[config.mk]
export PLATFORM = sky130hd
export DESIGN_NAME = tct_top
export DESIGN_NICKNAME = d
export VERILOG_FILES = /design/src/tct_pkg.sv /design/src/tct_clk_src.sv /design/src/tct_timer.sv /design/src/tct_top.sv
export VERILOG_INCLUDE_DIRS = /design/src /design/src/src
export SDC_FILE = /design/constraint.sdc
export NUM_CORES = 1
export LEC_CHECK = 0
export BUFFER_PORTS_ARGS = -buffer_cell sky130_fd_sc_hd__buf_4
export CELL_PAD_IN_SITES_DETAIL_PLACEMENT = 0
export CELL_PAD_IN_SITES_GLOBAL_PLACEMENT = 1
export CORE_MARGIN = 2
export CORE_UTILIZATION = 45
export DETAILED_ROUTE_END_ITERATION = 8
export PLACE_DENSITY = 0.85
export REMOVE_ABC_BUFFERS = 1
export SKIP_CTS_REPAIR_TIMING = 1
export SYNTH_ARGS = -nofsm -noshare
export SYNTH_HDL_FRONTEND = slang
export SYNTH_SLANG_ARGS = --single-unit
[constraint.sdc]
create_clock -name clk -period 4.3 [get_ports clk]
set_clock_uncertainty 0.2 [all_clocks]
set_input_delay 0.86 -clock clk [delete_from_list [all_inputs] [get_ports clk]]
set_output_delay 0.86 -clock clk [all_outputs]
set_load 0.005 [all_outputs]
[src/tct_defs.svh]
`ifndef TCT_DEFS_SVH
`define TCT_DEFS_SVH

`define TCT_NUM 3
`define TCT_ADDR_W 8
`define TCT_DATA_W 32
`define TCT_CNT_W 32
`define TCT_PSC_W 16
`define TCT_SRC_N 3

// address map: addr[7:6] page, addr[5:4] timer index, addr[3:0] word offset
`define TCT_PAGE 2'h0
`define TCT_GLB_IDX 2'h3
`define TCT_OFS_PERIOD 4'h0
`define TCT_OFS_PRESCALE 4'h4
`define TCT_OFS_COUNT 4'h8
`define TCT_OFS_CTRL 4'hc
`define TCT_OFS_CLKSEL 4'h0
`define TCT_OFS_STATUS 4'h4
`define TCT_OFS_MASK 4'h8
`define TCT_OFS_ROUTE 4'hc

// field positions
`define TCT_CTRL_RUN 0
`define TCT_CTRL_RELOAD 1
`define TCT_ROUTE_LINE13 0
`define TCT_ST_ZERO 0
`define TCT_ST_OVR 4
`define TCT_ST_W 8
`define TCT_PSC_LIVE_LSB 16

// reset values
`define TCT_PERIOD_RST 32'hffff_ffff
`define TCT_PRESCALE_RST 16'h0000
`define TCT_RUN_RST 1'b0
`define TCT_ROUTE_RST 1'b0
`define TCT_MASK_RST 8'h00

`endif

[src/tct_pkg.sv]
`include "tct_defs.svh"

package tct_pkg;

    typedef enum logic [1:0] {
        TCT_SRC_SYSCLK = 2'b00,
        TCT_SRC_OSC1 = 2'b01,
        TCT_SRC_OSC2 = 2'b10,
        TCT_SRC_EXT = 2'b11
    } tct_src_t;

    typedef struct packed {
        logic [`TCT_CNT_W-1:0] period;
        logic [`TCT_PSC_W-1:0] prescale;
        logic run;
    } tct_cfg_t;

    typedef struct packed {
        logic load;
        logic [`TCT_CNT_W-1:0] value;
        logic reload;
    } tct_cmd_t;

    typedef struct packed {
        logic [`TCT_CNT_W-1:0] count;
        logic [`TCT_PSC_W-1:0] psc_count;
    } tct_view_t;

    typedef struct packed {
        logic [`TCT_CNT_W-1:0] count;
        logic [`TCT_PSC_W-1:0] psc;
        logic zero;
    } tct_tmr_st_t;

    typedef struct packed {
        logic [`TCT_SRC_N-1:0] s1;
        logic [`TCT_SRC_N-1:0] s2;
        logic [`TCT_SRC_N-1:0] s3;
        logic [`TCT_SRC_N-1:0] lvl;
        logic tick;
    } tct_src_st_t;

    typedef struct packed {
        tct_cfg_t [`TCT_NUM-1:0] cfg;
        tct_src_t src;
        logic route13;
        logic [`TCT_ST_W-1:0] status;
        logic [`TCT_ST_W-1:0] mask;
        logic [`TCT_DATA_W-1:0] rdata;
    } tct_top_st_t;

endpackage

[src/tct_clk_src.sv]
`timescale 1ns/1ps
`include "tct_defs.svh"

module tct_clk_src (
    input wire logic clk,
    input wire logic sys_rst,
    input wire logic internal_oscillator_one,
    input wire logic internal_oscillator_two,
    input wire logic external_clock,
    input wire tct_pkg::tct_src_t sel,
    output logic tick
);
    tct_pkg::tct_src_st_t st_reg;
    tct_pkg::tct_src_st_t st_next;
    logic [`TCT_SRC_N-1:0] raw;

    assign raw = {external_clock, internal_oscillator_two, internal_oscillator_one};

    // sources must toggle well below clk/4, otherwise edges are lost
    always_comb
    begin
        st_next = st_reg;
        st_next.s1 = raw;
        st_next.s2 = st_reg.s1;
        st_next.s3 = st_reg.s2;
        st_next.tick = 1'b0;
        for (int i = 0; i < `TCT_SRC_N; i++)
        begin
            if (st_reg.s2[i] == st_reg.s3[i])
            begin
                st_next.lvl[i] = st_reg.s3[i];
            end
        end
        case (sel)
            tct_pkg::TCT_SRC_OSC1: st_next.tick = st_next.lvl[0] & ~st_reg.lvl[0];
            tct_pkg::TCT_SRC_OSC2: st_next.tick = st_next.lvl[1] & ~st_reg.lvl[1];
            tct_pkg::TCT_SRC_EXT: st_next.tick = st_next.lvl[2] & ~st_reg.lvl[2];
            default: st_next.tick = 1'b0;
        endcase
    end

    always_ff @(posedge clk)
    begin
        if (sys_rst)
        begin
            st_reg <= '0;
        end
        else
        begin
            st_reg <= st_next;
        end
    end

    // system clock source counts every cycle
    assign tick = (sel == tct_pkg::TCT_SRC_SYSCLK) ? 1'b1 : st_reg.tick;
endmodule

[src/tct_timer.sv]
`timescale 1ns/1ps
`include "tct_defs.svh"

module tct_timer (
    input wire logic clk,
    input wire logic sys_rst,
    input wire logic count_en,
    input wire tct_pkg::tct_cfg_t cfg,
    input wire tct_pkg::tct_cmd_t cmd,
    output tct_pkg::tct_view_t view,
    output logic zero_evt
);
    tct_pkg::tct_tmr_st_t st_reg;
    tct_pkg::tct_tmr_st_t st_next;

    always_comb
    begin
        logic dec;
        dec = 1'b0;
        st_next = st_reg;
        st_next.zero = 1'b0;
        if (cmd.reload)
        begin
            st_next.count = cfg.period;
            st_next.psc = cfg.prescale;
        end
        else if (cmd.load)
        begin
            st_next.count = cmd.value;
        end
        else if (cfg.run && count_en)
        begin
            if (st_reg.psc == '0)
            begin
                st_next.psc = cfg.prescale;
                dec = 1'b1;
            end
            else
            begin
                st_next.psc = st_reg.psc - 1'b1;
            end
            if (dec)
            begin
                if (st_reg.count == '0)
                begin
                    st_next.count = cfg.period;
                end
                else
                begin
                    st_next.count = st_reg.count - 1'b1;
                end
                // a zero period sits at zero and fires on every prescaled decrement (every tick only when prescale is zero)
                if (st_reg.count == `TCT_CNT_W'(1) || (st_reg.count == '0 && cfg.period == '0))
                begin
                    st_next.zero = 1'b1;
                end
            end
        end
    end

    always_ff @(posedge clk)
    begin
        if (sys_rst)
        begin
            st_reg.count <= `TCT_PERIOD_RST;
            st_reg.psc <= `TCT_PRESCALE_RST;
            st_reg.zero <= 1'b0;
        end
        else
        begin
            st_reg <= st_next;
        end
    end

    // one driver for the whole view keeps the packed port single-sourced
    assign view = {st_reg.count, st_reg.psc};
    assign zero_evt = st_reg.zero;
endmodule

[src/tct_top.sv]
// Our own choices: the register offsets and the address-and-strobe port.
`timescale 1ns/1ps
`include "tct_defs.svh"

module tct_top (
    input wire logic clk,
    input wire logic sys_rst,
    input wire logic [`TCT_ADDR_W-1:0] reg_addr,
    input wire logic [`TCT_DATA_W-1:0] reg_wdata,
    input wire logic reg_wr,
    input wire logic reg_rd,
    output logic [`TCT_DATA_W-1:0] reg_rdata,
    input wire logic internal_oscillator_one,
    input wire logic internal_oscillator_two,
    input wire logic external_clock,
    output logic peripheral_interrupt_expander_req,
    output logic cpu_interrupt_line_thirteen,
    output logic cpu_interrupt_line_fourteen
);
    tct_pkg::tct_top_st_t st_reg;
    tct_pkg::tct_top_st_t st_next;
    tct_pkg::tct_cmd_t [`TCT_NUM-1:0] cmd;
    tct_pkg::tct_view_t [`TCT_NUM-1:0] view;
    logic [`TCT_NUM-1:0] zero_evt;
    logic [`TCT_NUM-1:0] count_en;
    logic [`TCT_NUM-1:0] line;
    logic src_tick;
    logic page_hit;
    logic [1:0] t_idx;
    logic [3:0] ofs;

    assign page_hit = (reg_addr[7:6] == `TCT_PAGE);
    assign t_idx = reg_addr[5:4];
    assign ofs = reg_addr[3:0];

    tct_clk_src u_src (
        .clk(clk),
        .sys_rst(sys_rst),
        .internal_oscillator_one(internal_oscillator_one),
        .internal_oscillator_two(internal_oscillator_two),
        .external_clock(external_clock),
        .sel(st_reg.src),
        .tick(src_tick)
    );

    genvar g;
    generate
        for (g = 0; g < `TCT_NUM; g++)
        begin : g_tmr
            // only the last timer has a selectable source
            assign count_en[g] = (g == `TCT_NUM - 1) ? src_tick : 1'b1;
            tct_timer u_tmr (
                .clk(clk),
                .sys_rst(sys_rst),
                .count_en(count_en[g]),
                .cfg(st_reg.cfg[g]),
                .cmd(cmd[g]),
                .view(view[g]),
                .zero_evt(zero_evt[g])
            );
            assign line[g] = (st_reg.status[`TCT_ST_ZERO + g] & st_reg.mask[`TCT_ST_ZERO + g])
                | (st_reg.status[`TCT_ST_OVR + g] & st_reg.mask[`TCT_ST_OVR + g]);
        end
    endgenerate

    always_comb
    begin
        logic [`TCT_ST_W-1:0] set;
        logic [`TCT_ST_W-1:0] clr;
        set = '0;
        clr = '0;
        st_next = st_reg;
        st_next.rdata = '0;
        cmd = '0;
        if (reg_wr && page_hit)
        begin
            if (t_idx != `TCT_GLB_IDX)
            begin
                case (ofs)
                    `TCT_OFS_PERIOD: st_next.cfg[t_idx].period = reg_wdata;
                    `TCT_OFS_PRESCALE:
                        st_next.cfg[t_idx].prescale = reg_wdata[`TCT_PSC_W-1:0];
                    `TCT_OFS_COUNT:
                    begin
                        cmd[t_idx].load = 1'b1;
                        cmd[t_idx].value = reg_wdata;
                    end
                    `TCT_OFS_CTRL:
                    begin
                        st_next.cfg[t_idx].run = reg_wdata[`TCT_CTRL_RUN];
                        cmd[t_idx].reload = reg_wdata[`TCT_CTRL_RELOAD];
                    end
                    default: ;
                endcase
            end
            else
            begin
                case (ofs)
                    `TCT_OFS_CLKSEL: st_next.src = tct_pkg::tct_src_t'(reg_wdata[1:0]);
                    `TCT_OFS_STATUS: clr = reg_wdata[`TCT_ST_W-1:0];
                    `TCT_OFS_MASK: st_next.mask = reg_wdata[`TCT_ST_W-1:0];
                    `TCT_OFS_ROUTE: st_next.route13 = reg_wdata[`TCT_ROUTE_LINE13];
                    default: ;
                endcase
            end
        end
        if (reg_rd && page_hit)
        begin
            if (t_idx != `TCT_GLB_IDX)
            begin
                case (ofs)
                    `TCT_OFS_PERIOD: st_next.rdata = st_reg.cfg[t_idx].period;
                    `TCT_OFS_PRESCALE:
                    begin
                        st_next.rdata[`TCT_PSC_W-1:0] = st_reg.cfg[t_idx].prescale;
                        st_next.rdata[`TCT_PSC_LIVE_LSB +: `TCT_PSC_W] = view[t_idx].psc_count;
                    end
                    `TCT_OFS_COUNT: st_next.rdata = view[t_idx].count;
                    `TCT_OFS_CTRL: st_next.rdata[`TCT_CTRL_RUN] = st_reg.cfg[t_idx].run;
                    default: st_next.rdata = '0;
                endcase
            end
            else
            begin
                case (ofs)
                    `TCT_OFS_CLKSEL: st_next.rdata[1:0] = st_reg.src;
                    `TCT_OFS_STATUS: st_next.rdata[`TCT_ST_W-1:0] = st_reg.status;
                    `TCT_OFS_MASK: st_next.rdata[`TCT_ST_W-1:0] = st_reg.mask;
                    `TCT_OFS_ROUTE: st_next.rdata[`TCT_ROUTE_LINE13] = st_reg.route13;
                    default: st_next.rdata = '0;
                endcase
            end
        end
        // a second zero while the first is still pending is flagged as overrun
        for (int i = 0; i < `TCT_NUM; i++)
        begin
            set[`TCT_ST_ZERO + i] = zero_evt[i];
            set[`TCT_ST_OVR + i] = zero_evt[i] & st_reg.status[`TCT_ST_ZERO + i]
                & ~clr[`TCT_ST_ZERO + i];
        end
        // set wins over a clear in the same cycle
        st_next.status = (st_reg.status & ~clr) | set;
    end

    always_ff @(posedge clk)
    begin
        if (sys_rst)
        begin
            for (int i = 0; i < `TCT_NUM; i++)
            begin
                st_reg.cfg[i].period <= `TCT_PERIOD_RST;
                st_reg.cfg[i].prescale <= `TCT_PRESCALE_RST;
                st_reg.cfg[i].run <= `TCT_RUN_RST;
            end
            st_reg.src <= tct_pkg::TCT_SRC_SYSCLK;
            st_reg.route13 <= `TCT_ROUTE_RST;
            st_reg.status <= '0;
            st_reg.mask <= `TCT_MASK_RST;
            st_reg.rdata <= '0;
        end
        else
        begin
            st_reg <= st_next;
        end
    end

    assign reg_rdata = st_reg.rdata;
    assign peripheral_interrupt_expander_req = line[0];
    assign cpu_interrupt_line_thirteen = line[1] & st_reg.route13;
    assign cpu_interrupt_line_fourteen = line[2];
endmodule

Word-level counts from Yosys, hierarchy flattened
Index checks and enable logic that the tools add are counted.
{ "word_totals": {"ff_bits": 358, "latchBits": 0, "mem_bits_rw": 0, "romBits": 0, "in_bits": 47, "output_inout_bits": 35, "wordCells": 214, "mem_count": 0} }
{ "classes": {"addsub": 6, "mul": 0, "div": 0, "n_lt_le_gt_ge": 2, "eq_ne": 16, "shifts": 0, "n_mux": 77, "bitwise_logic": 37, "reduce_logical": 47} }
{ "op_table": {"columns": ["operator", "count"], "rows": [
  ["bitwise mux 147 bit", 3],
  ["case mux 147 bit (3 select lines)", 1],
  ["demux 49 bit (select 2 bit)", 3],
  ["2-to-1 mux 32 bit", 9],
  ["2-to-1 mux 49 bit", 5],
  ["demux 34 bit (select 2 bit)", 3],
  ["2-to-1 mux 102 bit", 2],
  ["case mux 102 bit (2 select lines)", 1],
  ["logical NOT 32 bit", 6],
  ["2-to-1 mux 48 bit", 4],
  ["bitwise AND 102 bit", 1],
  ["bitwise mux 102 bit", 1],
  ["binary-select mux 49 bit (select 2 bit)", 1],
  ["binary-select mux 48 bit (select 2 bit)", 1],
  ["equality test 32 x 1 -> 1 bit (second input constant)", 3],
  ["subtractor 32 x 1 -> 32 bit (second input constant)", 3],
  ["case mux 31 bit (3 select lines)", 1],
  ["2-to-1 mux 17 bit", 4],
  ["logical NOT 16 bit", 3],
  ["2-to-1 mux 16 bit", 3],
  ["subtractor 16 x 1 -> 16 bit (second input constant)", 3],
  ["2-to-1 mux 34 bit", 1],
  ["2-to-1 mux 33 bit", 1],
  ["2-to-1 mux 8 bit", 4],
  ["29 further kinds", 118]
]} }

Longest topological paths before layout
{ "logic_depth": {"depth_word": 14, "mapped_depth": 12, "ltp_nobuf": 8} }

Hierarchy
From an unflattened synthesis, not the netlist that was laid out.
{ "unflattened": {"cells_unflattened": 2804, "hier_area_um2": 21901.0} }
{ "modules_own_cells": {"columns": ["mod", "n_inst", "cells_per_inst", "area_per_inst_um2", "seq_area_each_um2"], "rows": [
  ["tct_top", 1, 1359, 10774.1, 3963.8],
  ["tct_timer (g_tmr[0].u_tmr ...)", 2, 468, 3578.4, 980.9],
  ["tct_timer (g_tmr[2].u_tmr)", 1, 471, 3555.9, 980.9],
  ["tct_clk_src", 1, 38, 414.1, 260.2]
]} }

Worst setup path after synthesis
No wires, ideal clock.
{ "synth_path": {"kind": "input to register", "from": "input reg_addr[2]", "to": "register g_tmr[0].u_tmr.st_reg, in the netlist g_tmr[0].u_tmr.view[20]", "setup_time_ns": 0.127, "arrival_time_ns": 3.223, "required_ns": 3.973, "path_slack_ns": 0.750, "cell_stages": 8, "path_buffers": 2, "cell_sequence": "clkbuf_1 or4b_2 clkbuf_1 o31ai_1 o21ai_0 a221oi_1 nor2_1 or3_1"} }
{ "synth_via": {"elab_chain_len": 6, "word_cells_on_any_way": 10, "classes_between": "2 x eq/ne; 5 x mux; 3 x reduce/logical"} }
{ "synth_lines": {"columns": ["element", "line_no", "rtl"], "rows": [
  ["start, declared", "tct_top.sv:8", "input wire logic [`TCT_ADDR_W-1:0] reg_addr,"],
  ["equality test 4 bit", "tct_top.sv:79", "case (ofs)"],
  ["case mux 102 bit (2 select lines) (*)", "tct_top.sv:79", null],
  ["2-to-1 mux 102 bit (*)", "tct_top.sv:77", "if (t_idx != `TCT_GLB_IDX)"],
  ["2-to-1 mux 102 bit (*)", "tct_top.sv:75", "if (reg_wr && page_hit)"],
  ["nonzero test 3 bit (no source line) / 2-to-1 mux 32 bit (equally long branches)", null, null],
  ["AND reduction 2 bit (no source line) / 2-to-1 mux 48 bit (equally long branches)", null, null],
  ["end signal, assigned", "tct_timer.sv:71", "st_reg <= st_next;"],
  ["end, declared", "tct_timer.sv:13", "tct_pkg::tct_tmr_st_t st_reg;"]
]} }
Every way passes the cells marked *; elsewhere a longest branch is shown, timed or not.
A chain may end at the register's enable or synchronous reset.

Worst setup path after layout
{ "layout_path": {"from": "register g_tmr[2].u_tmr.st_reg, in the netlist g_tmr[2].u_tmr.view[17]", "to": "register g_tmr[2].u_tmr.st_reg, in the netlist g_tmr[2].u_tmr.view[39]"} }
{ "layout_via": {"elab_chain_len": 6, "word_cells_on_any_way": 7, "classes_between": "1 x add/sub; 5 x mux; 1 x reduce/logical"} }
{ "layout_lines": {"columns": ["element", "line_no", "rtl"], "rows": [
  ["start, declared", "tct_timer.sv:13", null],
  ["start signal, assigned", "tct_timer.sv:71", null],
  ["subtractor 32 x 1 -> 32 bit / logical NOT 32 bit (equally long branches)", "tct_timer.sv:50, tct_timer.sv:44", null],
  ["2-to-1 mux 32 bit (*)", "tct_timer.sv:44", "if (st_reg.count == '0)"],
  ["2-to-1 mux 32 bit (*)", "tct_timer.sv:42", "if (dec)"],
  ["2-to-1 mux 49 bit (*)", "tct_timer.sv:31", "else if (cfg.run && count_en)"],
  ["2-to-1 mux 32 bit (*)", "tct_timer.sv:27", "else if (cmd.load)"],
  ["2-to-1 mux 48 bit (*)", "tct_timer.sv:22", "if (cmd.reload)"]
]} }
Every way passes the cells marked *; elsewhere a longest branch is shown, timed or not. The select of a mux whose other input is x is not followed.

==> load_flow_metrics.sql <==
INSERT INTO impl_metrics (metric_group, metric, value, unit) VALUES
('timing', 'finalSetupViolations', '0', ''),
('grt', 'grt_max_degree', '91', ''),
('final_layout', 'sequential_cell_area', '7167', 'um^2'),
('job', 'max_cap_violations', '0', ''),
('final_layout', 'post-route-util', '0.5138', ''),
('route', 'routed_wirelength', '95.01', 'mm'),
('final_layout', 'multi_input_area', '12440', 'um^2'),
('logic_synthesis', 'synth_area_leaders', 'dfxtp_1 (35%), mux2i_1 (8.3%), nand2_1 (6.4%)', ''),
('grt', 'globalRoute.totalOverflow', '0', ''),
('critical_path', 'kind_of_end_point_of_the_critical_path', 'flop', ''),
('cts', 'clkTransAtPathRegs', '0.06', 'ns'),
('place', 'post-place-ws', '0.4936', 'ns'),
('logic_synthesis', 'synth_area', '20720', 'um^2'),
('timing', 'worst_pin_slew', '1.068', 'ns'),
('logic_synthesis', 'netlist_instances', '2687', ''),
('place', 'dp.cells', '3219', ''),
('logic_synthesis', 'synth_flop_cell', 'dfxtp_1', ''),
('route', 'drt_pass1_iterations', '7', ''),
('cts', 'clk_latency', '0.60', 'ns'),
('timing', 'relSlewSlack', '0.2879', ''),
('grt', 'grt_first_pass_wirelength', '138.9', 'mm'),
('floorplan', 'die_width', '218.6', 'um'),
('cts', 'cts_num_sinks', '358', ''),
('cts', 'clock_tree.buffer_depth', '3', ''),
('cts', 'cts.root.buffer_cell', 'clkbuf_16', ''),
('min_path', 'hold_class', 'flop to flop', ''),
('pwr', 'design_power_total', '7683', 'uW'),
('logic_synthesis', 'synth.avg_cell_area', '7.712', 'um^2'),
('floorplan', 'placementRows', '78', ''),
('timing', 'fin_crit_share', '0.8221', ''),
('timing', 'maximum_clock_frequency', '282.9', 'MHz'),
('grt', 'globalRouteMet1Util', '0.5458', ''),
('route', 'drcViolationCount', '0', ''),
('cts', 'tritoncts.num_buffers', '42', ''),
('floorplan', 'design.die.area', '47780', 'um^2'),
('route', 'wire_per_inst', '28.83', 'um'),
('pwr', 'power_density_over_cell_area', '329.5', 'nW/um^2'),
('grt', 'grt_antenna_before_repair', '2', ''),
('timing', 'final.setup.tns', '0', 'ns'),
('final_layout', 'number_of_standard_cells_in_the_final_layout_excluding_fillers', '3296', ''),
('critical_path', 'cp-start-kind', 'flop', ''),
('critical_path', 'worst_ep_arrival_time', '3.82', 'ns'),
('route', 'detail_route.iter0.violations', '3243', ''),
('timing', 'report.final.slew_viol_count', '0', ''),
('route', 'drtAntennaViolNets', '0', ''),
('critical_path', 'worst-path-max-fanout', '35', ''),
('logic_synthesis', 'synth_top_area_share', '0.3459', ''),
('critical_path', 'critPathRequiredTime', '4.58', 'ns'),
('floorplan', 'start_util', '0.4566', ''),
('grt', 'grt_util_all_layers', '0.3901', ''),
('logic_synthesis', 'synthArstFlopShare', '0', ''),
('logic_synthesis', 'yosys_warnings', '0', ''),
('status', 'result_of_the_run', 'finished, final reports clean', ''),
('final_layout', 'areaGrowthSynthToFinish', '12.53', '%'),
('final_layout', 'share_of_layout_cells_above_drive_strength_1', '0.1140', ''),
('route', 'dr_total_vias', '22660', ''),
('timing', 'grt_setup_unrepaired', 'no', ''),
('route', 'drt_via_density', '6.875', ''),
('logic_synthesis', 'synth.ff_latch_count', '358', ''),
('grt', 'grt_use_met3', '0.1083', ''),
('floorplan', 'floorplan.core_area', '45380', 'um^2'),
('place', 'place.port_buffers', '81', ''),
('logic_synthesis', 'count_of_flip_flops_with_a_built_in_enable_after_synthesis', '0', ''),
('grt', 'grtUsageMet2', '0.5438', ''),
('logic_synthesis', 'synth_cell_type_count', '80', ''),
('logic_synthesis', 'synth_top_area_cell', 'dfxtp_1', ''),
('pwr', 'peakVddDrop', '0.0002781', 'V'),
('final_layout', 'nFillCells', '4418', ''),
('grt', 'grt.busiest_layer', 'met1', ''),
('place', 'dp_hpwl', '67.59', 'mm'),
('timing', 'hold_viol_final', '0', ''),
('place', 'place.gp.congestion', '1.001', ''),
('floorplan', 'die_y', '218.6', 'um'),
('logic_synthesis', 'synth_sequential_area_ratio', '0.3459', ''),
('grt', 'number_of_global_route_vias_before_repair', '20670', ''),
('timing', 'fin_ws', '0.7650', 'ns'),
('cts', 'tritoncts', 'done', ''),
('final_layout', 'design.final.nets', '2719', ''),
('timing', 'finalCriticalPeriod', '3.535', 'ns'),
('pwr', 'power.static_leakage', '0.007946', 'uW'),
('floorplan', 'num_io_pins', '82', ''),
('critical_path', 'criticalPathCategory', 'flop to flop', ''),
('cts', 'htree_num_levels', '2', '');
## worst max-delay path, cell delays in order, from the launching register on
cell     delay, ns
dfxtp_1       0.32
inv_1         0.11
ha_1          0.18
or4b_2        0.58
or4_4         0.55
or3_4         0.63
and3_4        0.26
a221o_1       0.25
a221o_1       0.33
## path summary, 6_finish.rpt
| path | from | to | slack, ns | cells past startpoint |
|---|---|---|---|---|
| setup / recovery | g_tmr[2].u_tmr.view[17] | g_tmr[2].u_tmr.view[39] | 0.77 | 8 |
| hold / removal | st_reg[43] | st_reg[43] | 0.24 | 2 |
| setup reg to reg | g_tmr[2].u_tmr.view[17] | g_tmr[2].u_tmr.view[39] | 0.77 | 8 |
| hold reg to reg | st_reg[43] | st_reg[43] | 0.24 | 2 |
## cell type report
cell class,instances,share of cell area
repair buffers,185,0.06042
well taps,600,0.03220
clock inverters,10,0.007888
clock buffers,65,0.05398
multi-input cells,2048,0.5333
flip-flops and latches,358,0.3074
diodes,2,0.0002146
inverters,28,0.004615
## logic make-up (layout without fill, tap and decap cells)
| logic type | count (synthesis) | in the layout | synth area share |
|---|---|---|---|
| flops | 358 | 358 | 0.3459 |
| simple gates | 1026 | 1026 | 0.2347 |
| mux | 175 | 175 | 0.08532 |
| xor+xnor | 52 | 52 | 0.02198 |
| buf+inv | 281 | 288 | 0.05833 |
| other cells | 0 | 2 | 0 |
| fa+ha+maj | 9 | 9 | 0.005435 |
| compound gates | 786 | 786 | 0.2484 |
## synth_stat cells, types with 6 or more instances
cell type / count
dfxtp_1: 358
nand2_1: 351
nor2_1: 259
a21oi_1: 213
clkbuf_1: 194
mux2i_1: 171
o21ai_0: 155
nand3_1: 83
nor3_1: 81
nor4_1: 74
o22ai_1: 64
a221oi_1: 47
o211ai_1: 38
a211oi_1: 36
xnor2_1: 34
buf_4: 32
or4_1: 28
inv_1: 27
or3_1: 23
a221o_1: 22
a22oi_1: 22
a32oi_1: 22
a21o_1: 20
a31oi_1: 20
buf_1: 20
nand4_1: 20
or2_2: 19
xor2_1: 18
nor3b_1: 16
o21a_1: 15
nor2b_1: 14
o31ai_1: 14
a211o_1: 10
a311oi_1: 10
ha_1: 9
nand2b_1: 8
nor4b_1: 8
o22a_1: 8
a21boi_0: 6
a22o_1: 6
a2bb2oi_1: 6
and3_1: 6
## routing by layer
metal | up-vias | share of wire
met3 | 271 | 0.13
met1 | 10920 | 0.41
met4 | 0 | 0.057
met2 | 1584 | 0.40
met5 | - | 0
li1 | 9888 | -
## power by group
part | switching (uW) | total (uW) | internal [uW] | leakage (uW)
Clock | 1520 | 3830 | 2310 | 0.000699
Sequential | 23.8 | 3360 | 3330 | 0.00289
Combinational | 361 | 496 | 136 | 0.00435
Total | 1910 | 7680 | 5780 | 0.00795
## cell usage in the layout, fill, tap and decap left out, types with 34 or more instances in the layout
cell / n
a221oi_1: 47
o22ai_1: 64
o211ai_1: 38
xnor2_1: 34
nand2_1: 351
buf_4: 182
a21oi_1: 212
mux2i_1: 171
o21ai_0: 155
nor4_1: 73
nor2_1: 254
nand3_1: 83
dfxtp_1: 358
nor3_1: 77
clkbuf_16: 43
a211oi_1: 36
## metrics by stage
| stage | instance area [um^2] | hold WS, ns |
|---|---|---|
| 3_5_place_dp | 21870 | 0.2261 |
| 4_1_cts | 23310 | 0.2358 |
| 2_1_floorplan | 19620 | 0.2118 |
| 3_3_place_gp | 21870 | 0.2199 |
| 5_1_grt | 23310 | 0.2622 |
| 6_report | 23320 | 0.2393 |
No activity file was read; power rests on OpenSTA's default activity.
